--- src/fps_regs.vh ---
`ifndef FPS_REGS_VH
`define FPS_REGS_VH
// Register offsets (byte addresses on the plain port)
`define FPS_ADDR_PCPTR     8'h28
`define FPS_ADDR_PCDATA1   8'h29
`define FPS_ADDR_PCDATA2   8'h2A
`define FPS_ADDR_PCDATA3   8'h2B
`define FPS_ADDR_PCDATA4   8'h2C
`define FPS_ADDR_SYNCSTAT  8'h30
`define FPS_ADDR_HRX1CTL   8'h31
`define FPS_ADDR_HRX2CTL   8'h32
`define FPS_ADDR_IRQSTAT   8'h40
`define FPS_ADDR_IRQMASK   8'h41
`define FPS_ADDR_RXCTL     8'h42
// Field positions
`define FPS_HRX_RESET_BIT  7
`define FPS_HRX_MAP_BIT    6
`define FPS_HRX_FISU_BIT   0
`define FPS_RXCTL_CRC4_BIT 0
`define FPS_IRQ_BERT_IN_SYNC_BIT  0
`define FPS_IRQ_SRCH_BIT   1
// Reset values
`define FPS_RST_BYTE       8'h00
`define FPS_RST_CNT        6'h00
// Timing
`define FPS_CLK_HZ         40000000
`define FPS_SEARCH_MS      8
`define FPS_SEARCH_CYC     ((`FPS_CLK_HZ / 1000) * `FPS_SEARCH_MS)
`define FPS_BERT_IN_SYNC_RUN      32
`endif

--- src/fps_perchan_sync_status.v ---
`timescale 1ns/1ps
`include "fps_regs.vh"
module fps_perchan_sync_status
#(
   parameter SEARCH_CYC = `FPS_SEARCH_CYC,
   parameter NCHAN      = 32
)
(
   // Clock and reset
   input  wire             CLK_SYS,
   input  wire             RST_N,
   input  wire             CE,
   // Register port
   input  wire [7:0]       ADDR,
   input  wire [7:0]       WDATA,
   input  wire             WR,
   input  wire             RD,
   output reg  [7:0]       RDATA,
   // Synchronizer and BERT status from the framer
   input  wire             FRAME_SEARCH,
   input  wire             CAS_SEARCH,
   input  wire             CRC_SEARCH,
   input  wire             BERT_MATCH_BIT,
   input  wire             BERT_BIT_VALID,
   // Per-channel enables, one per timeslot
   output reg  [NCHAN-1:0] RX_SIG_ONES_INSERT_EN,
   output reg  [NCHAN-1:0] RX_SIG_REINSERT_EN,
   output reg  [NCHAN-1:0] RX_FRACTIONAL_EN,
   output reg  [NCHAN-1:0] BERT_RX_CHANNEL_EN,
   output reg  [NCHAN-1:0] TX_HW_SIGNALING_EN,
   output reg  [NCHAN-1:0] PAYLOAD_ERROR_INSERT_EN,
   output reg  [NCHAN-1:0] TX_FRACTIONAL_EN,
   output reg  [NCHAN-1:0] BERT_TX_CHANNEL_EN,
   // Receive HDLC controls
   output reg  [1:0]       RX_HDLC_RESET,
   output reg  [1:0]       RX_HDLC_MAP_SELECT,
   output reg  [1:0]       RX_FILL_UNIT_DELETE,
   // Status and interrupt
   output reg              BERT_IN_SYNC,
   output reg              IRQ
);

   reg  [7:0]  pcptr_q;
   reg  [31:0] pcdata_q;
   reg  [7:0]  hrx1_q;
   reg  [7:0]  hrx2_q;
   reg         crc_en_q;
   reg  [5:0]  cnt_q;
   reg  [22:0] tmr_q;
   reg  [5:0]  run_q;
   reg         sync_q;
   reg  [1:0]  ist_q;
   reg  [1:0]  imask_q;
   reg         rst1_q;
   reg         rst2_q;
   reg         crc_srch_q;

   wire        wr_en = CE & WR;
   wire        rd_en = CE & RD;
   wire [7:0]  stat_live;
   wire        tmr_done;
   wire        bert_in_sync_edge;
   wire        srch_tick;
   wire        sync_d;

   function [7:0] sel_byte;
      input [7:0]  a;
      input [31:0] d;
      begin
         case (a)
            `FPS_ADDR_PCDATA1: sel_byte = d[7:0];
            `FPS_ADDR_PCDATA2: sel_byte = d[15:8];
            `FPS_ADDR_PCDATA3: sel_byte = d[23:16];
            `FPS_ADDR_PCDATA4: sel_byte = d[31:24];
            default:           sel_byte = 8'h00;
         endcase
      end
   endfunction

   // Counter bit 1 is hidden so five bits still span past 400 ms
   assign stat_live = {cnt_q[5:2], cnt_q[0],
                       FRAME_SEARCH,
                       CAS_SEARCH,
                       CRC_SEARCH};
   assign tmr_done  = (tmr_q == SEARCH_CYC - 1);
   assign srch_tick = CRC_SEARCH & crc_en_q & tmr_done;
   assign sync_d    = BERT_BIT_VALID ? (BERT_MATCH_BIT & (run_q >= `FPS_BERT_IN_SYNC_RUN - 1))
                                     : sync_q;
   assign bert_in_sync_edge = sync_d ^ sync_q;

   // Register writes
   always @(posedge CLK_SYS)
   begin
      if (!RST_N)
      begin
         pcptr_q  <= `FPS_RST_BYTE;
         pcdata_q <= 32'h0000_0000;
         hrx1_q   <= `FPS_RST_BYTE;
         hrx2_q   <= `FPS_RST_BYTE;
         crc_en_q <= 1'b0;
         imask_q  <= 2'h0;
      end
      else if (wr_en)
      begin
         case (ADDR)
            `FPS_ADDR_PCPTR:   pcptr_q <= WDATA;
            `FPS_ADDR_PCDATA1: pcdata_q[7:0]   <= WDATA;
            `FPS_ADDR_PCDATA2: pcdata_q[15:8]  <= WDATA;
            `FPS_ADDR_PCDATA3: pcdata_q[23:16] <= WDATA;
            `FPS_ADDR_PCDATA4: pcdata_q[31:24] <= WDATA;
            `FPS_ADDR_HRX1CTL: hrx1_q <= WDATA;
            `FPS_ADDR_HRX2CTL: hrx2_q <= WDATA;
            `FPS_ADDR_IRQMASK: imask_q <= WDATA[1:0];
            `FPS_ADDR_RXCTL:   crc_en_q <= WDATA[`FPS_RXCTL_CRC4_BIT];
            default:           crc_en_q <= crc_en_q;
         endcase
      end
   end

   // Read data, one cycle after the strobe, zero otherwise
   always @(posedge CLK_SYS)
   begin
      if (!RST_N)
         RDATA <= 8'h00;
      else if (CE)
      begin
         if (!rd_en)
            RDATA <= 8'h00;
         else
         begin
            case (ADDR)
               `FPS_ADDR_PCPTR:   RDATA <= pcptr_q;
               `FPS_ADDR_SYNCSTAT: RDATA <= stat_live;
               `FPS_ADDR_HRX1CTL: RDATA <= hrx1_q;
               `FPS_ADDR_HRX2CTL: RDATA <= hrx2_q;
               `FPS_ADDR_IRQSTAT: RDATA <= {6'h00, ist_q};
               `FPS_ADDR_IRQMASK: RDATA <= {6'h00, imask_q};
               `FPS_ADDR_RXCTL:   RDATA <= {7'h00, crc_en_q};
               default:           RDATA <= sel_byte(ADDR, pcdata_q);
            endcase
         end
      end
   end

   // CRC4 multiframe search timer and counter
   always @(posedge CLK_SYS)
   begin
      if (!RST_N)
      begin
         tmr_q <= 23'h000000;
         cnt_q <= `FPS_RST_CNT;
         crc_srch_q <= 1'b0;
      end
      else if (CE)
      begin
         crc_srch_q <= CRC_SEARCH;
         if (!crc_en_q)
         begin
            cnt_q <= `FPS_RST_CNT;
            tmr_q <= 23'h000000;
         end
         else if (!CRC_SEARCH)
         begin
            // Sync reached: stop timing and forget the search
            tmr_q <= 23'h000000;
            if (crc_srch_q)
               cnt_q <= `FPS_RST_CNT;
         end
         else if (tmr_done)
         begin
            tmr_q <= 23'h000000;
            cnt_q <= cnt_q + 6'h01;
         end
         else
            tmr_q <= tmr_q + 23'h000001;
      end
   end

   // BERT in-sync detector
   always @(posedge CLK_SYS)
   begin
      if (!RST_N)
      begin
         run_q  <= 6'h00;
         sync_q <= 1'b0;
      end
      else if (CE && BERT_BIT_VALID)
      begin
         if (!BERT_MATCH_BIT)
            run_q <= 6'h00;
         else if (run_q < `FPS_BERT_IN_SYNC_RUN)
            run_q <= run_q + 6'h01;
         sync_q <= sync_d;
      end
   end

   // Sticky status; set wins over clear-on-read
   always @(posedge CLK_SYS)
   begin
      if (!RST_N)
      begin
         ist_q <= 2'h0;
         IRQ   <= 1'b0;
      end
      else if (CE)
      begin
         ist_q[`FPS_IRQ_BERT_IN_SYNC_BIT] <= bert_in_sync_edge |
            (ist_q[`FPS_IRQ_BERT_IN_SYNC_BIT] & ~(rd_en && ADDR == `FPS_ADDR_IRQSTAT));
         ist_q[`FPS_IRQ_SRCH_BIT] <= srch_tick |
            (ist_q[`FPS_IRQ_SRCH_BIT] & ~(rd_en && ADDR == `FPS_ADDR_IRQSTAT));
         IRQ <= |(ist_q & imask_q);
      end
   end

   // Per-channel enables and HDLC controls
   genvar g;
   generate
      for (g = 0; g < NCHAN; g = g + 1)
      begin : g_chan
         always @(posedge CLK_SYS)
         begin
            if (!RST_N)
            begin
               RX_SIG_ONES_INSERT_EN[g]   <= 1'b0;
               RX_SIG_REINSERT_EN[g]      <= 1'b0;
               RX_FRACTIONAL_EN[g]        <= 1'b0;
               BERT_RX_CHANNEL_EN[g]      <= 1'b0;
               TX_HW_SIGNALING_EN[g]      <= 1'b0;
               PAYLOAD_ERROR_INSERT_EN[g] <= 1'b0;
               TX_FRACTIONAL_EN[g]        <= 1'b0;
               BERT_TX_CHANNEL_EN[g]      <= 1'b0;
            end
            else if (CE)
            begin
               RX_SIG_ONES_INSERT_EN[g]   <= pcptr_q[7] & pcdata_q[g];
               RX_SIG_REINSERT_EN[g]      <= pcptr_q[6] & pcdata_q[g];
               RX_FRACTIONAL_EN[g]        <= pcptr_q[5] & pcdata_q[g];
               BERT_RX_CHANNEL_EN[g]      <= pcptr_q[4] & pcdata_q[g];
               TX_HW_SIGNALING_EN[g]      <= pcptr_q[3] & pcdata_q[g];
               PAYLOAD_ERROR_INSERT_EN[g] <= pcptr_q[2] & pcdata_q[g];
               TX_FRACTIONAL_EN[g]        <= pcptr_q[1] & pcdata_q[g];
               BERT_TX_CHANNEL_EN[g]      <= pcptr_q[0] & pcdata_q[g];
            end
         end
      end
   endgenerate

   always @(posedge CLK_SYS)
   begin
      if (!RST_N)
      begin
         rst1_q <= 1'b0;
         rst2_q <= 1'b0;
         RX_HDLC_RESET <= 2'h0;
         RX_HDLC_MAP_SELECT <= 2'h0;
         RX_FILL_UNIT_DELETE <= 2'h0;
         BERT_IN_SYNC <= 1'b0;
      end
      else if (CE)
      begin
         rst1_q <= hrx1_q[`FPS_HRX_RESET_BIT];
         rst2_q <= hrx2_q[`FPS_HRX_RESET_BIT];
         // One pulse per 0-to-1 step; holding the bit does not repeat it
         RX_HDLC_RESET <= {hrx2_q[`FPS_HRX_RESET_BIT] & ~rst2_q,
                           hrx1_q[`FPS_HRX_RESET_BIT] & ~rst1_q};
         RX_HDLC_MAP_SELECT <= {hrx2_q[`FPS_HRX_MAP_BIT], hrx1_q[`FPS_HRX_MAP_BIT]};
         RX_FILL_UNIT_DELETE <= {hrx2_q[`FPS_HRX_FISU_BIT], hrx1_q[`FPS_HRX_FISU_BIT]};
         BERT_IN_SYNC <= sync_q;
      end
   end

endmodule // fps_perchan_sync_status

--- config.mk ---
export PLATFORM = sky130hd
export DESIGN_NAME = fps_perchan_sync_status
export DESIGN_NICKNAME = d
export VERILOG_FILES = /design/src/fps_perchan_sync_status.v
export VERILOG_INCLUDE_DIRS = /design/src /design/src/src
export SDC_FILE = /design/constraint.sdc
export NUM_CORES = 1
export LEC_CHECK = 0
export ABC_AREA = 1
export ABC_CLOCK_PERIOD_IN_PS = 2100
export BUFFER_PORTS_ARGS = -buffer_cell sky130_fd_sc_hd__buf_2
export CAP_MARGIN = 20
export CORE_ASPECT_RATIO = 0.8
export CORE_UTILIZATION = 55
export CTS_CLUSTER_DIAMETER = 30
export DETAILED_ROUTE_END_ITERATION = 10
export HOLD_SLACK_MARGIN = 0.05
export MAX_ROUTING_LAYER = met4
export PLACE_DENSITY_LB_ADDON = 0.12
export SYNTH_ARGS = -nofsm -noshare
export SYNTH_HDL_FRONTEND = slang
export SYNTH_SLANG_ARGS = --single-unit
--- constraint.sdc ---
create_clock -name CLK_SYS -period 2.1 [get_ports CLK_SYS]
set_clock_uncertainty 0.15 [all_clocks]
set_input_delay 0.21 -clock CLK_SYS [delete_from_list [all_inputs] [get_ports CLK_SYS]]
set_output_delay 0.21 -clock CLK_SYS [all_outputs]
set_load 0.01 [all_outputs]
==> results.json <==
{
  "status": "finished, final reports clean",
  "wirelength_um": 47200,
  "coreArea_sq_um": 26400,
  "io_buffers": 297,
  "ff2ff_path_depth": 11,
  "cpMaxStageDelayCell": "dlygate4sd3_1",
  "reg2reg_to": "tmr_q[4]$_SDFFE_PN0P_",
  "cts_max_path_buffers": 3,
  "p_int_uw": 14200,
  "place_ws_ps": 158,
  "hold_class": "input port to register",
  "power_frac_comb": 0.033,
  "area_growth_pct": 28.2,
  "clock-sinks": 372,
  "worst_hold_path.endpoint": "hrx1_q[3]$_SDFFE_PN0P_",
  "die_h_um": 149,
  "max_stage_delay_ps": 620,
  "vias": 14900,
  "avgSynthCellArea_sq_um": 7.54,
  "clkTransAtPathRegs_ps": 50,
  "ys_seq_area_frac": 0.501,
  "ys_warn_count": 0,
  "fin_ws_ps": 72.3,
  "dp.cells": 2479,
  "cp_max_fo": 7,
  "leakage_uw": 0.00748,
  "fin_crit_sh": 0.966,
  "syn-num-nets": 2000,
  "holdWs_ps": 49.4,
  "setup.worst_path.end_class": "register",
  "netlist_instances": 1971,
  "clkPwrFrac": 0.578,
  "hold_viol_final": 0,
  "fmax_mhz": 493,
  "synth_cell_types": 39,
  "cts.htree.levels": 2,
  "die_w_um": 186,
  "setup_viol": 0,
  "drcViolationCount": 0,
  "rsz0062_at_grt": "no",
  "dieArea_sq_um": 27700,
  "post_route_cells_drive_above_1_share": 0.221,
  "drt_first_pass_iters": 8,
  "final_cells": 2634,
  "arrival_ps": 2340,
  "ir_drop_uv": 898,
  "pwr-share-seq": 0.389,
  "numCtsBuffers": 61,
  "drv_slew": 0,
  "finalPower_uw": 18200,
  "row_count": 53,
  "final_net_count": 2254,
  "netlist_area_sq_um": 14900,
  "path_cells": "dlygate4sd3_1 -> buf_2 -> nand3_2 -> dlygate4sd3_1 -> nor2_4 -> nor2_1 -> nand2_1 -> nor2_4 -> nand2_1 -> nand3_1 -> a21oi_1",
  "switching_share": 0.224,
  "power_density_nw_per_um2": 958,
  "maxCapViolCount": 0,
  "cts-root-buf": "clkbuf_16",
  "grt_pass1_vias": 13600,
  "min_from": "ADDR[2]",
  "worstHoldPathCells": 6,
  "finalSetupTns_ps": 0,
  "start_kind": "input port",
  "grt_first_pass_wirelength_um": 72600,
  "viasPerCell": 5.66,
  "worst_skew_pair.late_latency_ps": 600,
  "start_util": 0.563,
  "ant_nets": 0,
  "worst_r2r_startpoint": "tmr_q[0]$_SDFFE_PN0P_",
  "hpwl_um": 29100,
  "antenna_cells": 0,
  "track_usage": 0.340,
  "maxSlewHeadroom": 0.506,
  "globalplace.congestion": 0.934,
  "fillers": 2164,
  "overflow": 0,
  "grt_max_degree": 163,
  "first_iter_violations": 1392,
  "ys_ff_latch": 372,
  "tritoncts": "done",
  "switching_power_uw": 4090,
  "cp.required_ps": 2410,
  "tightest_slew_ps": 741,
  "finalCriticalPeriod_ps": 2030,
  "ios": 298,
  "setup.worst_path.class": "input port to register",
  "rrSetupSlack_ps": 220,
  "wl_per_cell_um": 17.9,
  "antenna_found_initial": 1
}
## through the flow
step	area, sq um	utilization
6_report	19000	0.721
5_1_grt	19000	0.721
4_1_cts	18900	0.718
3_5_place_dp	16400	0.622
3_3_place_gp	16400	0.622
2_1_floorplan	14900	-
## metal layers
layer / track usage / part of all wire / up-vias
met2: 0.507 / 0.45 / 704
met1: 0.456 / 0.43 / 7012
met5: - / 0 / -
met3: 0.0745 / 0.098 / 94
li1: - / - / 7110
met4: 0.113 / 0.023 / 0
## layout by cell type, fill, tap and decap left out, types with 7 or more instances in the layout
| master | synthesis | layout |
|---|---|---|
| nand3_1 | 329 | 329 |
| clkinv_2 | 0 | 9 |
| a21oi_1 | 350 | 350 |
| nand3_2 | 7 | 7 |
| o21ai_0 | 69 | 68 |
| buf_4 | 2 | 31 |
| nand2_1 | 417 | 417 |
| nand4_1 | 9 | 9 |
| clkbuf_1 | 91 | 7 |
| bufinv_16 | 0 | 10 |
| clkbuf_8 | 0 | 10 |
| inv_1 | 74 | 74 |
| dlygate4sd3_1 | 0 | 31 |
| nor2_4 | 7 | 10 |
| clkbuf_16 | 0 | 61 |
| inv_6 | 0 | 9 |
| dfxtp_2 | 0 | 9 |
| nor2_1 | 74 | 72 |
| nor3_1 | 17 | 17 |
| buf_12 | 0 | 10 |
| dfxtp_1 | 372 | 363 |
| buf_2 | 44 | 296 |
| nand2_2 | 9 | 8 |
## worst max path at each step
stage,from,to,depth (start not counted)
2_1_floorplan,tmr_q[0]$_SDFFE_PN0P_,tmr_q[20]$_SDFFE_PN0P_,12
3_3_place_gp,tmr_q[0]$_SDFFE_PN0P_,tmr_q[20]$_SDFFE_PN0P_,12
3_5_place_dp,tmr_q[0]$_SDFFE_PN0P_,tmr_q[20]$_SDFFE_PN0P_,12
4_1_cts,ADDR[0],RDATA[3]$_SDFFE_PN0P_,10
5_1_grt,ADDR[7],pcptr_q[7]$_SDFFE_PN0P_,10
6_report,ADDR[0],RDATA[1]$_SDFFE_PN0P_,11
## critical path: cells and delay by family
| family | cells | cell delay [ps] |
|---|---|---|
| AO/OA/AOI/OAI | 1 | 60 |
| AND/OR/NAND/NOR | 7 | 740 |
| buffers and inverters | 3 | 1320 |
## Yosys cell counts, drive strengths merged
cell     number  area share
a211oi        3      0.0015
a21oi       350        0.12
nand3b        2      0.0010
xnor2         4      0.0024
clkbuf       91       0.023
nand3       337        0.12
o21ai        73       0.025
nor3         18      0.0064
o21bai        1     0.00051
ha            3      0.0025
or2           1     0.00042
a2bb2oi       2      0.0012
a311oi        1     0.00059
inv          83       0.021
buf          87       0.028
nor3b         2      0.0010
nor4          3      0.0013
xor2          6      0.0035
dfxtp       372        0.50
a31o          1     0.00059
o22ai         1     0.00042
nor2         88       0.027
nand4         9      0.0038
nand2       429        0.11
clkinv        1     0.00025
o211ai        1     0.00051
a31oi         2     0.00084
## power by group through the flow
stage / Sequential (uW) / Clock, uW / Combinational, uW
floorplan: 7240 / 0 / 358
global placement: 7240 / 0 / 531
detailed placement: 7240 / 0 / 532
CTS: 7090 / 10600 / 572
global route: 7090 / 11000 / 644
finish: 7090 / 10600 / 600
## kinds of logic (layout without fill, tap and decap cells)
kind of cell / after synthesis / count (layout) / synth area share
flip-flops: 372 / 372 / 0.501
XOR/XNOR: 10 / 10 / 0.00590
AO/OA/AOI/OAI: 435 / 435 / 0.149
adder cells (fa/ha/maj): 3 / 3 / 0.00253
AND/OR/NAND/NOR: 889 / 889 / 0.269
buffers and inverters: 262 / 568 / 0.0724
## flip-flops by register name, summed over array words and instances, names as in the netlist, 2 cells and up
| register | cells |
|---|---|
| BERT_RX_CHANNEL_EN | 32 |
| BERT_TX_CHANNEL_EN | 32 |
| PAYLOAD_ERROR_INSERT_EN | 32 |
| RDATA | 8 |
| RX_FILL_UNIT_DELETE | 2 |
| RX_FRACTIONAL_EN | 32 |
| RX_HDLC_MAP_SELECT | 2 |
| RX_HDLC_RESET | 2 |
| RX_SIG_ONES_INSERT_EN | 32 |
| RX_SIG_REINSERT_EN | 32 |
| TX_FRACTIONAL_EN | 32 |
| TX_HW_SIGNALING_EN | 32 |
| cnt_q | 6 |
| hrx1_q | 8 |
| hrx2_q | 8 |
| imask_q | 2 |
| ist_q | 2 |
| pcdata_q | 32 |
| pcptr_q | 8 |
| run_q | 6 |
| tmr_q | 23 |
## area by class of cell
| type | count | area [sq um] | share of cell area |
|---|---|---|---|
| clock inverter | 38 | 519 | 0.0273 |
| clock buffer | 77 | 1680 | 0.0881 |
| multi-input combinational | 1337 | 6360 | 0.334 |
| inverter | 84 | 335 | 0.0176 |
| sequential | 372 | 7460 | 0.392 |
| timing repair buffer | 369 | 2240 | 0.118 |
| tap | 357 | 447 | 0.0235 |
## repair_timing
item / 4_1_cts / 5_1_grt
endpoints found under the setup margin: 0 / 25
hold buffers: 32 / 0
resized for setup: 0 / 11
hold endpoints to repair: 87 / 0
setup buffers: 0 / 9
Note: power is estimated with default switching activity, not from simulation.
